==> config.mk <==
export PLATFORM = sky130hd
export DESIGN_NAME = tppio_top
export DESIGN_NICKNAME = d
export VERILOG_FILES = /design/src/tppio_pkg.sv /design/src/tppio_lane.sv /design/src/tppio_top.sv
export SDC_FILE = /design/constraint.sdc
export NUM_CORES = 1
export LEC_CHECK = 0
export CAP_MARGIN = 15
export CORE_ASPECT_RATIO = 1.25
export CORE_MARGIN = 2
export CORE_UTILIZATION = 58
export DETAILED_ROUTE_END_ITERATION = 6
export DONT_BUFFER_PORTS = 1
export MAX_ROUTING_LAYER = met4
export PLACE_DENSITY = 0.74
export SYNTH_ARGS = -nofsm -noshare
export SYNTH_HDL_FRONTEND = slang
export SYNTH_SLANG_ARGS = --single-unit
==> constraint.sdc <==
create_clock -name ref_clk -period 2.1 [get_ports ref_clk]
set_clock_uncertainty 0.05 [all_clocks]
set_input_delay 0.105 -clock ref_clk [delete_from_list [all_inputs] [get_ports ref_clk]]
set_output_delay 0.105 -clock ref_clk [all_outputs]
set_load 0.05 [all_outputs]
==> src/tppio_pkg.sv <==
// package for the triple port parallel io block: offsets, fields, reset values, carriers
// assumes a byte-wide host register port with 3-bit offsets, one clock
package tppio_pkg;

    // ------------------------------------------------------------
    // register offsets
    // ------------------------------------------------------------
    localparam logic [2:0] TPPIO_OFS_FIRST  = 3'h0;
    localparam logic [2:0] TPPIO_OFS_SECOND = 3'h1;
    localparam logic [2:0] TPPIO_OFS_THIRD  = 3'h2;
    localparam logic [2:0] TPPIO_OFS_CTRL   = 3'h3;
    localparam logic [2:0] TPPIO_OFS_IRQCFG = 3'h4;
    localparam logic [2:0] TPPIO_OFS_IRQ_PENDING_FLAG  = 3'h5;

    // ------------------------------------------------------------
    // control word fields
    // ------------------------------------------------------------
    localparam int TPPIO_CW_KIND_POS   = 7;
    localparam int TPPIO_CW_FIRST_POS  = 4;
    localparam int TPPIO_CW_TUPPER_POS = 3;
    localparam int TPPIO_CW_SECOND_POS = 1;
    localparam int TPPIO_CW_TLOWER_POS = 0;
    localparam int TPPIO_CW_BSEL_HI    = 3;
    localparam int TPPIO_CW_BSEL_LO    = 1;
    localparam int TPPIO_CW_BVAL_POS   = 0;

    // ------------------------------------------------------------
    // interrupt configuration, status and source fields
    // ------------------------------------------------------------
    localparam int TPPIO_IC_EN_POS   = 2;
    localparam int TPPIO_IC_MODE_HI  = 1;
    localparam int TPPIO_IC_MODE_LO  = 0;
    localparam int TPPIO_IS_PEND_POS = 0;
    localparam int TPPIO_IRQ_SRC_BIT = 0;

    // ------------------------------------------------------------
    // reset values
    // ------------------------------------------------------------
    localparam logic       TPPIO_DIR_RST  = 1'b1;
    localparam logic       TPPIO_IEN_RST  = 1'b0;
    localparam logic [1:0] TPPIO_MODE_RST = 2'h0;
    localparam logic [7:0] TPPIO_OUT_RST  = 8'h00;

    typedef enum logic [1:0] {
        TPPIO_LOW_LEVEL  = 2'b00,
        TPPIO_HIGH_LEVEL = 2'b01,
        TPPIO_FALL_EDGE  = 2'b10,
        TPPIO_RISE_EDGE  = 2'b11
    } tppio_mode_e;

    // host access carrier
    typedef struct packed {
        logic       rd;
        logic       wr;
        logic [2:0] addr;
        logic [7:0] wdata;
    } tppio_req_s;

    // direction set, one means input
    typedef struct packed {
        logic first_in;
        logic second_in;
        logic tupper_in;
        logic tlower_in;
    } tppio_dir_s;

endpackage

==> src/tppio_lane.sv <==
// one 8-bit port lane: output register, enable, read-back mux
// assumes writes arrive as one-cycle strobes with their data on the same clock
`timescale 1ns/10ps
module tppio_lane
    import tppio_pkg::*;
#(
    parameter int W = 8
) (
    input  wire logic         ref_clk,
    input  wire logic         srst,
    input  wire logic         wr,
    input  wire logic [W-1:0] wdata,
    input  wire logic [W-1:0] in_mask,
    input  wire logic [W-1:0] pin_in,
    output logic      [W-1:0] out_r,
    output logic      [W-1:0] oe_r,
    output logic      [W-1:0] rdval
);
    // elaboration-time refusal of a lane the logic cannot serve
    if (W < 1) begin : g_bad_width
        $error("lane width must be positive");
    end

    // register kept regardless of direction, so presets survive
    always_ff @(posedge ref_clk) begin
        if (srst) begin
            out_r <= W'(TPPIO_OUT_RST);
        end else if (wr) begin
            out_r <= wdata;
        end
    end

    always_ff @(posedge ref_clk) begin
        if (srst) begin
            oe_r <= '0;
        end else begin
            oe_r <= ~in_mask;
        end
    end

    // input bits show the pins, output bits show the driven value
    assign rdval = (pin_in & in_mask) | (out_r & ~in_mask);

endmodule // tppio_lane

==> src/tppio_top.sv <==
// triple port parallel io: host byte registers, three 8-bit ports, port-one bit-0 interrupt
// assumes host strobes synchronous to ref_clk; pin pull-ups sit outside on the board
//
// Behaviour
// - six byte registers at offsets 0 to 5
// - input pin level reads as its bit
// - undriven input reads one via pull-up
// - output ports read back driven value
// - output register holds writes in any direction
// - stored one drives high, zero low
// - single third-port bit set or clear
// - kind zero: bits 3..1 select, bit0 value
// - directions come from write-only control word
// - kind one: bits 4,1,3,0 set directions
// - interrupt source is first port bit 0
// - irq setup: enable bit2, mode bits1..0
// - mode codes low high fall rise
// - status bit0 pending, read clears it
// - third port one byte, split nibbles
// - split read mixes pins and driven
// - split write updates both output halves
`timescale 1ns/10ps
module tppio_top
    import tppio_pkg::*;
(
    input  wire logic        ref_clk,
    input  wire logic        srst,
    input  wire tppio_req_s  host_req,
    output logic      [7:0]  host_rdata_r,
    output logic             irq_r,
    input  wire logic [7:0]  first_port_in,
    output logic      [7:0]  first_port_out,
    output logic      [7:0]  first_port_oe,
    input  wire logic [7:0]  second_port_in,
    output logic      [7:0]  second_port_out,
    output logic      [7:0]  second_port_oe,
    input  wire logic [7:0]  third_port_in,
    output logic      [7:0]  third_port_out,
    output logic      [7:0]  third_port_oe
);

    // ------------------------------------------------------------
    // decode
    // ------------------------------------------------------------
    logic       wr_first;
    logic       wr_second;
    logic       wr_third;
    logic       wr_ctrl;
    logic       wr_icfg;
    logic       rd_ist;
    logic       word_kind_select;
    logic [2:0] bit_sel;
    logic [7:0] bit_mask;

    assign wr_first  = host_req.wr && host_req.addr == TPPIO_OFS_FIRST;
    assign wr_second = host_req.wr && host_req.addr == TPPIO_OFS_SECOND;
    assign wr_ctrl   = host_req.wr && host_req.addr == TPPIO_OFS_CTRL;
    assign wr_icfg   = host_req.wr && host_req.addr == TPPIO_OFS_IRQCFG;
    assign rd_ist    = host_req.rd && host_req.addr == TPPIO_OFS_IRQ_PENDING_FLAG;
    assign word_kind_select = host_req.wdata[TPPIO_CW_KIND_POS];
    assign bit_sel  = host_req.wdata[TPPIO_CW_BSEL_HI:TPPIO_CW_BSEL_LO];
    assign bit_mask = 8'h01 << bit_sel;

    // ------------------------------------------------------------
    // direction word
    // ------------------------------------------------------------
    tppio_dir_s dir_r;

    always_ff @(posedge ref_clk) begin
        if (srst) begin
            dir_r <= {4{TPPIO_DIR_RST}};
        end else if (wr_ctrl && word_kind_select) begin
            dir_r.first_in  <= host_req.wdata[TPPIO_CW_FIRST_POS];
            dir_r.second_in <= host_req.wdata[TPPIO_CW_SECOND_POS];
            dir_r.tupper_in <= host_req.wdata[TPPIO_CW_TUPPER_POS];
            dir_r.tlower_in <= host_req.wdata[TPPIO_CW_TLOWER_POS];
        end
    end

    // third port takes a full byte or a single-bit update
    logic       third_wr;
    logic [7:0] third_wdata;
    logic [7:0] third_out;

    assign wr_third = host_req.wr && host_req.addr == TPPIO_OFS_THIRD;
    assign third_wr = wr_third || (wr_ctrl && !word_kind_select);
    always_comb begin
        if (wr_third) begin
            third_wdata = host_req.wdata;
        end else if (host_req.wdata[TPPIO_CW_BVAL_POS]) begin
            third_wdata = third_out | bit_mask;
        end else begin
            third_wdata = third_out & ~bit_mask;
        end
    end

    // ------------------------------------------------------------
    // port lanes
    // ------------------------------------------------------------
    logic [7:0] first_rd;
    logic [7:0] second_rd;
    logic [7:0] third_rd;
    logic [7:0] third_mask;

    assign third_mask = {{4{dir_r.tupper_in}}, {4{dir_r.tlower_in}}};

    tppio_lane #(.W(8)) u_first (
        .ref_clk (ref_clk),
        .srst    (srst),
        .wr      (wr_first),
        .wdata   (host_req.wdata),
        .in_mask ({8{dir_r.first_in}}),
        .pin_in  (first_port_in),
        .out_r   (first_port_out),
        .oe_r    (first_port_oe),
        .rdval   (first_rd)
    );

    tppio_lane #(.W(8)) u_second (
        .ref_clk (ref_clk),
        .srst    (srst),
        .wr      (wr_second),
        .wdata   (host_req.wdata),
        .in_mask ({8{dir_r.second_in}}),
        .pin_in  (second_port_in),
        .out_r   (second_port_out),
        .oe_r    (second_port_oe),
        .rdval   (second_rd)
    );

    tppio_lane #(.W(8)) u_third (
        .ref_clk (ref_clk),
        .srst    (srst),
        .wr      (third_wr),
        .wdata   (third_wdata),
        .in_mask (third_mask),
        .pin_in  (third_port_in),
        .out_r   (third_out),
        .oe_r    (third_port_oe),
        .rdval   (third_rd)
    );

    assign third_port_out = third_out;

    // ------------------------------------------------------------
    // interrupt setup and detection
    // ------------------------------------------------------------
    logic        irq_en_r;
    tppio_mode_e irq_mode_r;

    always_ff @(posedge ref_clk) begin
        if (srst) begin
            irq_en_r   <= TPPIO_IEN_RST;
            irq_mode_r <= tppio_mode_e'(TPPIO_MODE_RST);
        end else if (wr_icfg) begin
            irq_en_r   <= host_req.wdata[TPPIO_IC_EN_POS];
            irq_mode_r <= tppio_mode_e'(host_req.wdata[TPPIO_IC_MODE_HI:TPPIO_IC_MODE_LO]);
        end
    end

    // the source is read back like any bit, so undriven reads one via the board pull-up
    logic src_now;
    logic src_s1_r;
    logic src_s2_r;
    logic src_s3_r;
    logic hit;
    logic pend_r;

    assign src_now = first_rd[TPPIO_IRQ_SRC_BIT];

    // two stages before any decision, a third for the edge compare
    always_ff @(posedge ref_clk) begin
        if (srst) begin
            src_s1_r <= 1'b1;
            src_s2_r <= 1'b1;
            src_s3_r <= 1'b1;
        end else begin
            src_s1_r <= src_now;
            src_s2_r <= src_s1_r;
            src_s3_r <= src_s2_r;
        end
    end

    always_comb begin
        case (irq_mode_r)
            TPPIO_LOW_LEVEL:  hit = !src_s2_r;
            TPPIO_HIGH_LEVEL: hit = src_s2_r;
            TPPIO_FALL_EDGE:  hit = src_s3_r && !src_s2_r;
            TPPIO_RISE_EDGE:  hit = !src_s3_r && src_s2_r;
            default:          hit = 1'b0;
        endcase
    end

    // set wins over the read clear so no event is dropped
    always_ff @(posedge ref_clk) begin
        if (srst) begin
            pend_r <= 1'b0;
        end else if (irq_en_r && hit) begin
            pend_r <= 1'b1;
        end else if (rd_ist) begin
            pend_r <= 1'b0;
        end
    end

    always_ff @(posedge ref_clk) begin
        if (srst) begin
            irq_r <= 1'b0;
        end else begin
            irq_r <= pend_r && irq_en_r;
        end
    end

    // ------------------------------------------------------------
    // read mux
    // ------------------------------------------------------------
    always_ff @(posedge ref_clk) begin
        if (srst) begin
            host_rdata_r <= 8'h00;
        end else if (host_req.rd) begin
            case (host_req.addr)
                TPPIO_OFS_FIRST:  host_rdata_r <= first_rd;
                TPPIO_OFS_SECOND: host_rdata_r <= second_rd;
                TPPIO_OFS_THIRD:  host_rdata_r <= third_rd;
                TPPIO_OFS_IRQCFG: host_rdata_r <= {5'h00, irq_en_r, irq_mode_r};
                TPPIO_OFS_IRQ_PENDING_FLAG:  host_rdata_r <= {7'h00, pend_r};
                default:          host_rdata_r <= 8'h00;
            endcase
        end
    end
endmodule // tppio_top

==> results.json <==
{
  "ctsHtreeMaxLevel": 2,
  "fin_area_um2": 2720,
  "cts_setup_buffers": 0,
  "insertion_delay_ns": 0.30,
  "cts_buffers": 5,
  "grt_pass1_wl_um": 9730,
  "clk_pin_slew_ns": 0.10,
  "p_per_area_nw_per_um2": 689,
  "min_path_type": "in2reg",
  "arrival_ns": 1.94,
  "peakVddDrop_v": 0.000396,
  "dr_total_vias": 2029,
  "die-area_um2": 4710,
  "period_minus_slack_ns": 1.75,
  "synth-edff-count": 0,
  "die_h_um": 76.3,
  "ctsHoldBuffers": 15,
  "place_congestion": 0.811,
  "cp_max_fo": 10,
  "yosys_warnings": 0,
  "finalHoldViolCount": 0,
  "fmax_mhz": 571,
  "critPathTopFamily": "buffers and inverters",
  "run_status": "finished clean",
  "p_int_w": 0.00137,
  "grt_overflow": 0,
  "cts_sinks": 48,
  "diodes": 0,
  "nets": 330,
  "tritoncts": "done",
  "syn_nets": 326,
  "register_area_um2": 971,
  "yosys-top-cells-area": "dfxtp_1 40%, mux2i_1 12%, nand2_1 7.4%",
  "timing.final.crit_share": 0.833,
  "synth_cells": 287,
  "synth_compound_area_frac": 0.147,
  "drv_slew": 0,
  "synthSimpleGateAreaFrac": 0.212,
  "antenna_found_initial": 0,
  "io_pins": 96,
  "syn_to_final_growth_pct": 12.1,
  "tightest_slew_ns": 0.582,
  "combPwrFrac": 0.125,
  "start_util": 0.596,
  "synth_ff_type": "dfxtp_1",
  "worstPathRequired_ns": 2.29,
  "ys_seq_area_frac": 0.397,
  "slew_headroom": 0.611,
  "placementRows": 26,
  "max_cap_viol_count": 0,
  "synth_mux_area_frac": 0.134,
  "synth_cell_types": 37,
  "setup_tns_ns": 0,
  "wl_um": 6160,
  "yosys.area.top_type": "dfxtp_1",
  "dp_hpwl_um": 4260,
  "io_buffers": 0,
  "power.share.clock": 0.357,
  "synth_xor_area_frac": 0,
  "synth_top_family_by_area": "simple AND/OR/NAND/NOR gates",
  "wl_per_cell_um": 17.7,
  "synth-adder-area-share": 0,
  "multi_input_area_um2": 1200,
  "p_seq_frac": 0.518,
  "antenna_left": 0,
  "fin_ws_ns": 0.350,
  "synth.cell_area_um2": 2420,
  "ys_ff_latch": 48,
  "core_um2": 4070,
  "p_leak_nw": 1.16,
  "crit_slowest_cell": "dlygate4sd3_1",
  "grt_usage": 0.282,
  "finalSetupViolations": 0,
  "drc": 0,
  "p_sw_w": 0.000503,
  "avgSynthCellArea_um2": 8.44,
  "critPathMaxStageDelay_ns": 0.76,
  "cts-root-buf": "clkbuf_8",
  "switching_share": 0.269,
  "path_buf_inv": 2,
  "cts_resized": 0,
  "drt_iter0_drc": 154,
  "finalPower_w": 0.00187,
  "yosysTopAreaCellShare": 0.397,
  "path_cells": "dlygate4sd3_1, nor3_2, dlygate4sd3_1, nand2_1, a21oi_1",
  "grt_max_degree": 41,
  "fillers": 337,
  "drive_gt1_frac": 0.158,
  "grt_pass1_vias": 1989,
  "startpoint_type": "primary input",
  "clockBufferDepth": 2,
  "drt-pass1-iter-count": 4,
  "ys_top_cells_by_count": "48 x dfxtp_1, 48 x nand2_1, 28 x mux2i_1",
  "vias_per_cell": 5.83,
  "pre_cts_slack_ns": 0.522,
  "cpMostUsedCell": "dlygate4sd3_1",
  "grt_setup_unrepaired": "false",
  "die_w_um": 61.8,
  "synthArstFlopShare": 0,
  "placed_area_um2": 2430,
  "worstSetupEndpointType": "register",
  "path_class": "in2reg"
}
[cells in the final DEF, fill, tap and decap left out, types with 4 or more instances in the layout]
cell type / synthesis / routed
clkbuf_8: 0 / 5
nand4b_1: 4 / 4
o21ai_0: 6 / 6
o22ai_1: 9 / 9
mux2i_1: 28 / 28
mux2_2: 4 / 4
nand2_1: 48 / 48
dlygate4sd3_1: 0 / 15
buf_4: 21 / 21
a211o_1: 4 / 4
a211oi_1: 6 / 6
o21ai_1: 8 / 8
nor2_1: 26 / 26
dfxtp_1: 48 / 44
and3_1: 4 / 4
a21oi_1: 23 / 23
[power by group through the flow]
stage                     combinational (W)  clock [W]  sequential, W
final                              0.000234   0.000669       0.000970
after global routing               0.000248   0.000715       0.000974
after CTS                          0.000229   0.000673       0.000970
after detailed placement           0.000182          0       0.000992
after global placement             0.000178          0       0.000991
after floorplan                    0.000148          0        0.00103
[stage by stage]
stage / util / cells / hold slack (ns)
2_1_floorplan: - / 287 / 0.191
3_3_place_gp: 0.599 / 324 / 0.122
3_5_place_dp: 0.599 / 324 / 0.129
4_1_cts: 0.666 / 347 / 0.000795
5_1_grt: 0.668 / 348 / 0.0352
6_report: 0.668 / 348 / 0.00807
[layer usage]
layer / routed length [um] / share of wire / GRT usage / up-vias
met1: 2380 / 0.39 / 0.354 / 934
met2: 3060 / 0.50 / 0.429 / 97
met4: 104 / 0.017 / 0.0638 / 0
li1: - / - / - / 984
met3: 613 / 0.10 / 0.104 / 14
met5: 0 / 0 / - / -
[final timing paths]
check	startpoint	to	slack, ns	depth (start not counted)
min	host_req[9]	host_rdata_r[5]$_SDFFE_PP0P_	0.008	3
max reg2reg	u_second.out_r[2]$_SDFFE_PP0P_	u_second.out_r[2]$_SDFFE_PP0P_	0.49	3
min reg2reg	src_s1_r$_SDFF_PP1_	src_s2_r$_SDFF_PP1_	0.37	1
max	host_req[10]	u_first.out_r[1]$_SDFFE_PP0P_	0.35	5
[worst reg2reg max path: stages (launching register included)]
cell	delay [ns]
dfxtp_1	0.67
nand2_1	0.09
a21oi_1	0.18
dlygate4sd3_1	0.57
[layout make-up]
cell class,count,area share
repair buffers,39,0.135
well taps,56,0.0258
flip-flops and latches,48,0.357
clock inverters,3,0.0157
clock buffers,5,0.0253
multi-input cells,197,0.440
[kinds of logic after synthesis]
family                 count (synthesis)
flip-flops                            48
multiplexers                          32
AND/OR/NAND/NOR                      105
AO/OA/AOI/OAI                         60
buffers and inverters                 42
No activity file was read; power rests on OpenSTA's default activity.
